`src/pkg/lpcg_regs.vh`:
```
`ifndef LPCG_REGS_VH
`define LPCG_REGS_VH

// ----------------------------------------
// Register byte offsets in the control block
// ----------------------------------------
`define LPCG_OFF_RUN 12'h100
`define LPCG_OFF_CFG 12'h060
`define LPCG_OFF_SLEEP 12'h110
`define LPCG_OFF_DEEP 12'h120
`define LPCG_OFF_IRQ_STAT 12'h130
`define LPCG_OFF_IRQ_MASK 12'h134
`define LPCG_OFF_FAULT_ADDR 12'h138
`define LPCG_OFF_STATE 12'h13c
`define LPCG_BASE 32'h400fe000
`define LPCG_ADDR_W 12

// ----------------------------------------
// Gate register fields and reset values
// ----------------------------------------
`define LPCG_BIT_AN2 26
`define LPCG_BIT_AN1 25
`define LPCG_BIT_AN0 24
`define LPCG_BIT_HIB 6
`define LPCG_BIT_WDT 3
`define LPCG_GATE_MASK 32'h07000048
`define LPCG_GATE_RESET 32'h00000040
`define LPCG_CFG_AUTO_BIT 27
`define LPCG_CFG_MASK 32'h08000000
`define LPCG_CFG_RESET 32'h00000000

// ----------------------------------------
// Interrupt status bits
// ----------------------------------------
`define LPCG_IRQ_W 2
`define LPCG_IRQ_FAULT 0
`define LPCG_IRQ_MODE 1

// ----------------------------------------
// Power modes and bus answers
// ----------------------------------------
`define LPCG_MODE_RUN 2'h0
`define LPCG_MODE_SLEEP 2'h1
`define LPCG_MODE_DEEP 2'h2
`define LPCG_RESP_OKAY 2'h0
`define LPCG_RESP_SLVERR 2'h2

`endif

```
`src/core/lpcg_gate_sel.v`:
```
`timescale 1ns/10ps
`default_nettype none
`include "lpcg_regs.vh"

module lpcg_gate_sel (
  input wire aclk,
  input wire aresetn,
  input wire clk_en,
  input wire [1:0] mode,
  input wire auto_gate,
  input wire [31:0] run_gate,
  input wire [31:0] sleep_gate,
  input wire [31:0] deep_gate,
  output reg [31:0] active_gate
);

  reg [31:0] active_next;

  // ----------------------------------------
  // Pick the register that governs this mode
  // ----------------------------------------
  always @* begin
    active_next = run_gate;
    if (auto_gate) begin
      case (mode)
        `LPCG_MODE_SLEEP: active_next = sleep_gate;
        `LPCG_MODE_DEEP: active_next = deep_gate;
        default: active_next = run_gate;
      endcase
    end
  end

  // Registered so enables never glitch
  always @(posedge aclk) begin
    if (!aresetn) begin
      active_gate <= `LPCG_GATE_RESET;
    end else if (clk_en) begin
      active_gate <= active_next & `LPCG_GATE_MASK;
    end
  end

endmodule
`default_nettype wire

```
`src/core/lpcg_top.v`:
```
// Notes on behaviour
// - A set gate bit clocks its unit; a clear bit stops it.
// - Access to an unclocked unit is answered with a bus fault.
// - Gate bits reset cleared except bit 6; run, sleep and deep registers all reset to 0x40.
// - Run, sleep and deep-sleep registers each hold the same gate bits.
// - Sleep and deep registers apply only while automatic gating is set.
// - Bits 26..24 gate area-net units two, one, zero; reset zero.
// - Bit 6 gates hibernation; resets to one.
// - Bit 3 gates the watchdog; resets zero; unclocked access faults.
// - Reserved bits read zero and ignore writes.
// - Deep-sleep register sits at offset 0x120.
// - Sleep register sits at offset 0x110, same reset value.
//
// Chosen here: the AXI4-Lite register port.
`timescale 1ns/10ps
`default_nettype none
`include "lpcg_regs.vh"

module lpcg_top #(
  parameter ADDR_W = `LPCG_ADDR_W
) (
  input wire aclk,
  input wire aresetn,
  input wire clk_en,
  input wire [ADDR_W-1:0] s_axi_awaddr,
  input wire s_axi_awvalid,
  output reg s_axi_awready,
  input wire [31:0] s_axi_wdata,
  input wire [3:0] s_axi_wstrb,
  input wire s_axi_wvalid,
  output reg s_axi_wready,
  output reg [1:0] s_axi_bresp,
  output reg s_axi_bvalid,
  input wire s_axi_bready,
  input wire [ADDR_W-1:0] s_axi_araddr,
  input wire s_axi_arvalid,
  output reg s_axi_arready,
  output reg [31:0] s_axi_rdata,
  output reg [1:0] s_axi_rresp,
  output reg s_axi_rvalid,
  input wire s_axi_rready,
  input wire sleep_req,
  input wire deep_req,
  input wire [4:0] unit_access,
  output reg [4:0] unit_fault,
  output reg an2_clk_en,
  output reg an1_clk_en,
  output reg an0_clk_en,
  output reg hib_clk_en,
  output reg wdt_clk_en,
  output reg [1:0] power_mode,
  output reg irq
);

  // ----------------------------------------
  // Helpers
  // ----------------------------------------
  function [31:0] merge_wr;
    input [31:0] old_val;
    input [31:0] new_val;
    input [3:0] strb;
    input [31:0] keep;
    integer i;
    begin
      merge_wr = old_val;
      // Byte lanes follow the strobes; others keep their bits
      for (i = 0; i < 4; i = i + 1) begin
        if (strb[i]) begin
          merge_wr[i*8 +: 8] = new_val[i*8 +: 8];
        end
      end
      // Reserved bits forced low so reads never show them
      merge_wr = merge_wr & keep;
    end
  endfunction

  function [4:0] gate_bits;
    input [31:0] g;
    begin
      gate_bits = {g[`LPCG_BIT_AN2], g[`LPCG_BIT_AN1], g[`LPCG_BIT_AN0],
        g[`LPCG_BIT_HIB], g[`LPCG_BIT_WDT]};
    end
  endfunction

  function reg_known;
    input [ADDR_W-1:0] a;
    begin
      case (a)
        `LPCG_OFF_RUN: reg_known = 1'b1;
        `LPCG_OFF_SLEEP: reg_known = 1'b1;
        `LPCG_OFF_DEEP: reg_known = 1'b1;
        `LPCG_OFF_CFG: reg_known = 1'b1;
        `LPCG_OFF_IRQ_STAT: reg_known = 1'b1;
        `LPCG_OFF_IRQ_MASK: reg_known = 1'b1;
        `LPCG_OFF_FAULT_ADDR: reg_known = 1'b1;
        `LPCG_OFF_STATE: reg_known = 1'b1;
        default: reg_known = 1'b0;
      endcase
    end
  endfunction

  // ----------------------------------------
  // State
  // ----------------------------------------
  reg [31:0] run_gate_reg;
  reg [31:0] cfg_reg;
  reg [31:0] sleep_gate_reg;
  reg [31:0] deep_gate_reg;
  reg [`LPCG_IRQ_W-1:0] irq_stat_reg;
  reg [`LPCG_IRQ_W-1:0] irq_mask_reg;
  reg [4:0] fault_unit_reg;
  reg [ADDR_W-1:0] aw_addr_reg;
  reg aw_have_reg;
  reg [31:0] w_data_reg;
  reg [3:0] w_strb_reg;
  reg w_have_reg;
  reg sleep_s1_reg;
  reg sleep_s2_reg;
  reg deep_s1_reg;
  reg deep_s2_reg;
  reg [4:0] acc_s1_reg;
  reg [4:0] acc_s2_reg;
  reg [1:0] mode_reg;
  reg [1:0] mode_next;

  wire [31:0] active_gate;
  wire [4:0] active_bits;
  wire [4:0] fault_now;
  wire wr_fire;
  wire rd_fire;
  reg wr_err;
  reg rd_err;
  reg [31:0] rd_val;
  reg [`LPCG_IRQ_W-1:0] ev_set;

  // Response waits for both halves, which may come in either order
  assign wr_fire = aw_have_reg && w_have_reg && !s_axi_bvalid;
  assign rd_fire = s_axi_arvalid && s_axi_arready;
  assign active_bits = gate_bits(active_gate);
  // Selector output, so a fault matches the same cycle's enables
  assign fault_now = acc_s2_reg & ~active_bits;

  lpcg_gate_sel u_sel (
    .aclk(aclk),
    .aresetn(aresetn),
    .clk_en(clk_en),
    .mode(mode_reg),
    .auto_gate(cfg_reg[`LPCG_CFG_AUTO_BIT]),
    .run_gate(run_gate_reg),
    .sleep_gate(sleep_gate_reg),
    .deep_gate(deep_gate_reg),
    .active_gate(active_gate)
  );

  // ----------------------------------------
  // Pin synchronisers and power mode
  // ----------------------------------------
  // Two flops per pin; only the second stage is read
  always @(posedge aclk) begin
    if (!aresetn) begin
      sleep_s1_reg <= 1'b0;
      sleep_s2_reg <= 1'b0;
      deep_s1_reg <= 1'b0;
      deep_s2_reg <= 1'b0;
      acc_s1_reg <= 5'h00;
      acc_s2_reg <= 5'h00;
    end else if (clk_en) begin
      sleep_s1_reg <= sleep_req;
      sleep_s2_reg <= sleep_s1_reg;
      deep_s1_reg <= deep_req;
      deep_s2_reg <= deep_s1_reg;
      acc_s1_reg <= unit_access;
      acc_s2_reg <= acc_s1_reg;
    end
  end

  // Deep request wins over a plain sleep request
  always @* begin
    if (deep_s2_reg) begin
      mode_next = `LPCG_MODE_DEEP;
    end else if (sleep_s2_reg) begin
      mode_next = `LPCG_MODE_SLEEP;
    end else begin
      mode_next = `LPCG_MODE_RUN;
    end
  end

  // ----------------------------------------
  // Address decode
  // ----------------------------------------
  always @* begin
    rd_err = !reg_known(s_axi_araddr);
    rd_val = 32'h00000000;
    case (s_axi_araddr)
      `LPCG_OFF_RUN: rd_val = run_gate_reg;
      `LPCG_OFF_SLEEP: rd_val = sleep_gate_reg;
      `LPCG_OFF_DEEP: rd_val = deep_gate_reg;
      `LPCG_OFF_CFG: rd_val = cfg_reg;
      `LPCG_OFF_IRQ_STAT: begin
        rd_val[`LPCG_IRQ_W-1:0] = irq_stat_reg;
      end
      `LPCG_OFF_IRQ_MASK: begin
        rd_val[`LPCG_IRQ_W-1:0] = irq_mask_reg;
      end
      `LPCG_OFF_FAULT_ADDR: rd_val = {27'h0000000, fault_unit_reg};
      `LPCG_OFF_STATE: rd_val = {30'h00000000, mode_reg};
      // Unmapped offsets read as zero
      default: rd_val = 32'h00000000;
    endcase
  end

  // Same map check as reads, so both channels agree
  always @* begin
    wr_err = !reg_known(aw_addr_reg);
  end

  // Events: any faulting access, any change of power mode
  always @* begin
    ev_set = {`LPCG_IRQ_W{1'b0}};
    ev_set[`LPCG_IRQ_FAULT] = |fault_now;
    ev_set[`LPCG_IRQ_MODE] = (mode_next != mode_reg);
  end

  // ----------------------------------------
  // AXI4-Lite slave and registers
  // ----------------------------------------
  always @(posedge aclk) begin
    if (!aresetn) begin
      s_axi_awready <= 1'b1;
      s_axi_wready <= 1'b1;
      s_axi_bvalid <= 1'b0;
      s_axi_bresp <= `LPCG_RESP_OKAY;
      s_axi_arready <= 1'b1;
      s_axi_rvalid <= 1'b0;
      s_axi_rdata <= 32'h00000000;
      s_axi_rresp <= `LPCG_RESP_OKAY;
      aw_have_reg <= 1'b0;
      w_have_reg <= 1'b0;
      aw_addr_reg <= {ADDR_W{1'b0}};
      w_data_reg <= 32'h00000000;
      w_strb_reg <= 4'h0;
      run_gate_reg <= `LPCG_GATE_RESET;
      sleep_gate_reg <= `LPCG_GATE_RESET;
      deep_gate_reg <= `LPCG_GATE_RESET;
      cfg_reg <= `LPCG_CFG_RESET;
      irq_stat_reg <= {`LPCG_IRQ_W{1'b0}};
      irq_mask_reg <= {`LPCG_IRQ_W{1'b0}};
      fault_unit_reg <= 5'h00;
      mode_reg <= `LPCG_MODE_RUN;
    end else if (clk_en) begin
      mode_reg <= mode_next;
      if (s_axi_awvalid && s_axi_awready) begin
        aw_addr_reg <= s_axi_awaddr;
        aw_have_reg <= 1'b1;
        s_axi_awready <= 1'b0;
      end
      if (s_axi_wvalid && s_axi_wready) begin
        w_data_reg <= s_axi_wdata;
        w_strb_reg <= s_axi_wstrb;
        w_have_reg <= 1'b1;
        s_axi_wready <= 1'b0;
      end
      // Set beats clear: a fault in the clearing cycle is kept
      irq_stat_reg <= irq_stat_reg | ev_set;
      fault_unit_reg <= fault_unit_reg | fault_now;
      // Bad offsets still answer, with an error and no write
      if (wr_fire) begin
        aw_have_reg <= 1'b0;
        w_have_reg <= 1'b0;
        s_axi_bvalid <= 1'b1;
        s_axi_bresp <= wr_err ? `LPCG_RESP_SLVERR : `LPCG_RESP_OKAY;
        case (aw_addr_reg)
          `LPCG_OFF_RUN: run_gate_reg <= merge_wr(run_gate_reg,
            w_data_reg, w_strb_reg, `LPCG_GATE_MASK);
          `LPCG_OFF_SLEEP: sleep_gate_reg <= merge_wr(sleep_gate_reg,
            w_data_reg, w_strb_reg, `LPCG_GATE_MASK);
          `LPCG_OFF_DEEP: deep_gate_reg <= merge_wr(deep_gate_reg,
            w_data_reg, w_strb_reg, `LPCG_GATE_MASK);
          `LPCG_OFF_CFG: cfg_reg <= merge_wr(cfg_reg,
            w_data_reg, w_strb_reg, `LPCG_CFG_MASK);
          // One clear write serves status and the fault-unit record
          `LPCG_OFF_IRQ_STAT: begin
            if (w_strb_reg[0]) begin
              irq_stat_reg <= (irq_stat_reg &
                ~w_data_reg[`LPCG_IRQ_W-1:0]) | ev_set;
              fault_unit_reg <= (fault_unit_reg & ~w_data_reg[4:0])
                | fault_now;
            end
          end
          `LPCG_OFF_IRQ_MASK: begin
            if (w_strb_reg[0]) begin
              irq_mask_reg <= w_data_reg[`LPCG_IRQ_W-1:0];
            end
          end
          default: begin
          end
        endcase
      end
      if (s_axi_bvalid && s_axi_bready) begin
        s_axi_bvalid <= 1'b0;
        s_axi_awready <= 1'b1;
        s_axi_wready <= 1'b1;
      end
      if (rd_fire) begin
        s_axi_arready <= 1'b0;
        s_axi_rvalid <= 1'b1;
        s_axi_rdata <= rd_val;
        s_axi_rresp <= rd_err ? `LPCG_RESP_SLVERR : `LPCG_RESP_OKAY;
      end
      if (s_axi_rvalid && s_axi_rready) begin
        s_axi_rvalid <= 1'b0;
        s_axi_arready <= 1'b1;
      end
    end
  end

  // ----------------------------------------
  // Unit clock enables, faults and interrupt
  // ----------------------------------------
  // Enables come one stage behind the selector; units tolerate it
  always @(posedge aclk) begin
    if (!aresetn) begin
      an2_clk_en <= 1'b0;
      an1_clk_en <= 1'b0;
      an0_clk_en <= 1'b0;
      hib_clk_en <= 1'b1;
      wdt_clk_en <= 1'b0;
      unit_fault <= 5'h00;
      power_mode <= `LPCG_MODE_RUN;
      irq <= 1'b0;
    end else if (clk_en) begin
      {an2_clk_en, an1_clk_en, an0_clk_en, hib_clk_en, wdt_clk_en}
        <= active_bits;
      unit_fault <= fault_now;
      power_mode <= mode_reg;
      irq <= |(irq_stat_reg & irq_mask_reg);
    end
  end

endmodule
`default_nettype wire

```
`config.mk`:
```
export PLATFORM = sky130hd
export DESIGN_NAME = lpcg_top
export DESIGN_NICKNAME = d
export VERILOG_FILES = /design/src/core/lpcg_gate_sel.v /design/src/core/lpcg_top.v
export VERILOG_INCLUDE_DIRS = /design/src /design/src/pkg
export SDC_FILE = /design/constraint.sdc
export NUM_CORES = 1
export LEC_CHECK = 0
export BUFFER_PORTS_ARGS = -buffer_cell sky130_fd_sc_hd__buf_2
export CORE_UTILIZATION = 25
export DETAILED_ROUTE_END_ITERATION = 10
export HOLD_SLACK_MARGIN = 0.06
export PLACE_DENSITY = 0.51
export SETUP_SLACK_MARGIN = 0.1
export SLEW_MARGIN = 20
export SYNTH_ARGS = -nofsm -noshare
export SYNTH_HDL_FRONTEND = slang
export SYNTH_SLANG_ARGS = --single-unit
export TNS_END_PERCENT = 100
```
`constraint.sdc`:
```
create_clock -name aclk -period 2.25 [get_ports aclk]
set_clock_uncertainty 0.15 [all_clocks]
set_input_delay 0.45 -clock aclk [delete_from_list [all_inputs] [get_ports aclk]]
set_output_delay 0.45 -clock aclk [all_outputs]
set_load 0.02 [all_outputs]
```
**Word-level counts from Yosys, hierarchy flattened**

Index checks and enable logic that the tools add are counted.

- Flip-flop bits (word level): 146
- Output and inout port bits: 54
- Bits of input ports: 75
- Logic and storage cells: 135

- Bitwise logic cells: 11
- Eq/ne operators: 19
- Reductions and logical operators: 36
- Multiplexer cells: 30

Operator list:

| cell | number |
|---|---|
| $eq 12x9->1 const B | 14 |
| $pmux 26 s5 | 1 |
| $pmux 27 s2 | 1 |
| $reduce_and 4->1 | 8 |
| $mux 27 | 1 |
| $eq 12x7->1 const B | 2 |
| $reduce_and 2->1 | 10 |
| $mux 1 | 17 |
| $reduce_or 8->1 | 2 |
| $mux 5 | 3 |
| $mux 2 | 6 |
| $reduce_bool 2->1 | 6 |
| $and 5x5->5 | 2 |
| $not 5->5 | 2 |
| $or 5x5->5 | 2 |
| $pmux 2 s4 | 1 |
| $logic_and 1x1->1 | 7 |
| $reduce_or 5->1 | 1 |
| $and 2x2->2 | 2 |
| $or 2x2->2 | 2 |
| $eq 2x1->1 const B | 1 |
| $eq 2x2->1 const B | 1 |
| $ne 2x2->1 | 1 |
| $not 2->2 | 1 |
| 2 further kinds | 2 |

**Logic depth before layout (Yosys ltp)**

- Depth after elaboration: 7
- Gate-level depth with buffers: 7
- Gate-level depth less buffers: 6

**Cells and area by module**

A second synthesis with hierarchy kept.

- Cells, all modules: 555
- Area total of the unflattened synthesis: 4719.5 µm²

Modules (own cells, without submodules):

| module | cells an instance | times used | area an instance (µm²) | sequential area each (µm²) |
|---|---|---|---|---|
| lpcg_top | 491 | 1 | 4177.8 | 1941.9 |
| lpcg_gate_sel | 64 | 1 | 541.8 | 100.1 |

**Least setup slack after synthesis**

Ideal clock, no wire load.

- Path kind: input-to-reg
- From: input port s_axi_araddr[7]
- To: register s_axi_rdata[2]
- Cell stages on the path: 4
- Buffers on the path: 0
- Setup time: 96 ps
- Required time: 2004 ps
- Arrival: 1572 ps
- Path slack: 432 ps
- Cells stage by stage: or4_4 -> nor3_4 -> nand3_2 -> o41ai_2

- Cells in the longest elaborated chain, start to end: 2
- Elaborated cells between the ends (all ways): 6
- Classes of those cells: eq/ne: 5; mux: 1

RTL lines:

| element | line | source |
|---|---|---|
| from (decl) | lpcg_top.v:35 | `input wire [ADDR_W-1:0] s_axi_araddr,` |
| $eq 12x9->1 / $eq 12x7->1 (equally long branches) | lpcg_top.v:194 | `case (s_axi_araddr)` |
| $pmux 26 s5 (*) | lpcg_top.v:194 |  |
| to (signal assigned) | lpcg_top.v:307 | `s_axi_rdata <= rd_val;` |
| to (decl) | lpcg_top.v:38 | `output reg [31:0] s_axi_rdata,` |

Mark *: on every way between the ends. The rest lies on a longest branch, timed or not.
A chain may end at the register's enable or synchronous reset.

**Worst setup path after layout**

- From: register aw_addr_reg[6]
- To: register sleep_gate_reg[25]

- Cells in the longest elaborated chain, start to end: 2

RTL lines:

| element | line | source |
|---|---|---|
| from (decl) | lpcg_top.v:112 | `reg [ADDR_W-1:0] aw_addr_reg;` |
| from (signal assigned) | lpcg_top.v:239 | `aw_addr_reg <= {ADDR_W{1'b0}};` |
| from (signal assigned) | lpcg_top.v:253 | `aw_addr_reg <= s_axi_awaddr;` |
| $eq 12x9->1 | lpcg_top.v:272 | `case (aw_addr_reg)` |
| $reduce_and 4->1 (no source line) | -- |  |
| to (signal assigned) | lpcg_top.v:243 | `` sleep_gate_reg <= `LPCG_GATE_RESET; `` |
| to (signal assigned) | lpcg_top.v:275 | `` `LPCG_OFF_SLEEP: sleep_gate_reg <= merge_wr(sleep_gate_reg, `` |
| to (decl) | lpcg_top.v:107 | `reg [31:0] sleep_gate_reg;` |

Every way passes these cells.

==> out/metrics.csv <==
stage,metric,value,unit
final_layout,multi_input_area,2240,sq um
placed_design,gp_congestion,0.755,
logic_synthesis,synth_ff_type,dfxtp_1,
sta,relSlewSlack,62.7,%
worst_setup_path,slowest_delay,490,ps
sta,final-hold-violation-count,0,
worst_setup_path,r2r_slack,370,ps
routing,first_pass_iters,4,
final_layout,fill_cells,1916,
worst_setup_path,cp_num_buf_inv,0,
global_routing,grt_antenna_before_repair,2,
floorplanning,io-pin-count,129,
worst_hold_path,hold_path.class,in -> reg,
final_layout,layout-drive-gt1-share,20.8,%
clocking,cts.path.max_buffers,2,
global_routing,grt_pass1_vias,3659,
placed_design,portBuffers,80,
routing,drc,0,
clocking,cts.sinks,102,
worst_setup_path,path_cells,nor4b_1 > and4_1 > nand2b_1 > mux2i_1,
clocking,insertion_delay,360,ps
logic_synthesis,yosysUniqueCellTypes,57,
worst_setup_path,cpMaxStageDelayCell,nor4b_1,
logic_synthesis,synth_top_area_share,44.5,%
floorplanning,fp.dieW,137,um
worst_hold_path,min_to,w_data_reg[6]$_SDFFE_PN0P_,
sta,grt_setup_unrepaired,no,
logic_synthesis,syn_inst,519,
routing,vias_per_cell,4.54,
global_routing,grt_max_degree,39,
floorplanning,rows,49,
routing,drtAntennaViolNets,0,
global_routing,grt_pass1_wl,18.4,mm
routing,routedWlPerCell,13.7,um
clocking,cts_resized,0,
worst_setup_path,crit_required,2340,ps
sta,worst_pin_slew,559,ps
routing,dr.first_iter.drc_count,174,
placed_design,post-place-ws,224,ps
floorplanning,core,18000,sq um
final_layout,num-nets-final,673,
status,status,"finished, final reports clean",
final_layout,seqCellArea,2040,sq um
worst_setup_path,r2r_end,sleep_gate_reg[25]$_SDFFE_PN0P_,
sta,fmax,0.533,GHz
sta,period_share,83.4,%
final_layout,area_growth_syn_to_layout,18.4,%
clocking,clk_pin_slew_worst_paths,70,ps
worst_setup_path,end_kind,register,
logic_synthesis,synth_top_cell_by_area,dfxtp_1,
worst_setup_path,start_kind,register,
sta,layout_setup_ws,374,ps
worst_hold_path,min-delay-start,s_axi_wdata[6],
final_layout,largest_reg_flops,12,
worst_setup_path,arrival,1970,ps
worst_hold_path,whs_path_depth,3,
logic_synthesis,yosysSeqAreaShare,44.5,%
pwr,total_leakage_power,2.25,nW
floorplanning,start_util,25.5,%
clocking,cts_max_level,3,
sta,holdWs,179,ps
global_routing,overflow,0,
worst_setup_path,worstSetupPathType,reg -> reg,
sta,setup_tns,0,ps
clocking,post-cts-setup-buffers,0,
logic_synthesis,synth_edf_count,0,
logic_synthesis,async_reset_ff_share,0,%
pwr,powerDensity,706,nW/um^2
placed_design,dpl.hpwl,8.68,mm
floorplanning,dieArea,18900,sq um
final_layout,layout_commonest_cell,dfxtp_1,
worst_setup_path,r2r-start,aw_addr_reg[6]$_SDFFE_PN0P_,
routing,wl,11.4,mm
logic_synthesis,synthTopCellsByArea,"dfxtp_1, mux2i_1, nand2_1",
clocking,cts_made_buffers,9,
final_layout,final_cell_mix,"dfxtp_1, nand2_1, buf_2",
pwr,vdd_drop_max,0.407,mV
logic_synthesis,avgSynthCellArea,8.84,sq um
sta,finalSetupViolations,0,
floorplanning,die_y,137,um
logic_synthesis,synth_seq_cells,102,
clocking,cts_hold_buf,0,
routing,routed-via-count,3775,
worst_setup_path,cp_max_fo,7,
worst_setup_path,r2r_cells,4,
clocking,cts_tree,built,
sta,drv_slew,0,
global_routing,track_usage,12.8,%
logic_synthesis,ys_warn_count,0,
sta,finalCriticalPeriod,1880,ps
clocking,cts_root_buf,clkbuf_16,
logic_synthesis,syn_area,4590,sq um
worst_setup_path,worst_path_dominant_cell_family,simple AND/OR/NAND/NOR gates,
run,cap_violations,0,
[final cells by class]
cell class,instances,area share [%]
clock buffers,11,4.47
diodes,1,0.0461
flip-flops and latches,102,37.6
multi-input cells,379,41.4
well taps,229,5.28
clock inverters,5,1.08
inverters,8,0.553
repair buffers,96,9.59
[Yosys cell counts (all sizes together), types with 6 or more instances]
cell	instances
dfxtp	102
and3	7
nand3	14
buf	30
nor2b	11
nand2b	14
nor2	43
a21oi	45
a22oi	11
o211ai	6
clkbuf	23
nand2	99
inv	8
mux2i	44
[how the worst max path moves through the flow]
stage | slack (ps) | start | endpoint | depth (start not counted)
3_5_place_dp | 220 | s_axi_araddr[7] | s_axi_rdata[2]$_SDFFE_PN0P_ | 5
2_1_floorplan | 430 | s_axi_araddr[7] | s_axi_rdata[2]$_SDFFE_PN0P_ | 4
4_1_cts | 360 | aw_addr_reg[6]$_SDFFE_PN0P_ | sleep_gate_reg[25]$_SDFFE_PN0P_ | 4
5_1_grt | 180 | aw_addr_reg[6]$_SDFFE_PN0P_ | sleep_gate_reg[25]$_SDFFE_PN0P_ | 4
3_3_place_gp | 250 | s_axi_araddr[7] | s_axi_rresp[1]$_SDFFE_PN0P_ | 5
6_report | 370 | aw_addr_reg[6]$_SDFFE_PN0P_ | sleep_gate_reg[25]$_SDFFE_PN0P_ | 4
[stage by stage]
stage	utilization [%]	area (sq um)	std cells	total power, mW
6_report	30.2	5430	831	3.83
3_3_place_gp	28.5	5120	814	2.28
3_5_place_dp	28.5	5120	814	2.28
5_1_grt	30.2	5430	830	3.99
2_1_floorplan	-	4670	542	2.20
4_1_cts	30.2	5430	830	3.89
[kinds of logic (layout without fill, tap and decap cells)]
logic type      count (synthesis)  after routing  share of synthesized area [%]
simple gates                  216            216                           22.8
flops                         102            102                           44.5
compound gates                 91             91                           13.3
buf+inv                        61            120                           8.40
mux                            45             45                           10.1
fa+ha+maj                       2              2                          0.546
other cells                     1             25                         0.0818
xor+xnor                        1              1                          0.191
[tightest hold or removal path, delay by kind of cell]
kind | cells | cell delay [ps]
AND/OR/NAND/NOR | 1 | 50
buffers and inverters | 1 | 100
AO/OA/AOI/OAI | 1 | 50
[per-layer routing]
metal / up-vias / part of all wire [%] / track usage, %
met3: 14 / 6.5 / 4.12
met1: 1764 / 47 / 16.0
li1: 1897 / - / -
met2: 98 / 45 / 20.7
met5: - / 0.11 / 0
met4: 2 / 1.2 / 3.97
[power by group]
| part | total, mW | switching [mW] | internal [mW] |
|---|---|---|---|
| Clock | 1.60 | 0.703 | 0.893 |
| Sequential | 1.89 | 0.0364 | 1.86 |
| Combinational | 0.346 | 0.220 | 0.126 |
| Total | 3.83 | 0.960 | 2.87 |
Note: power is estimated with default switching activity, not from simulation.
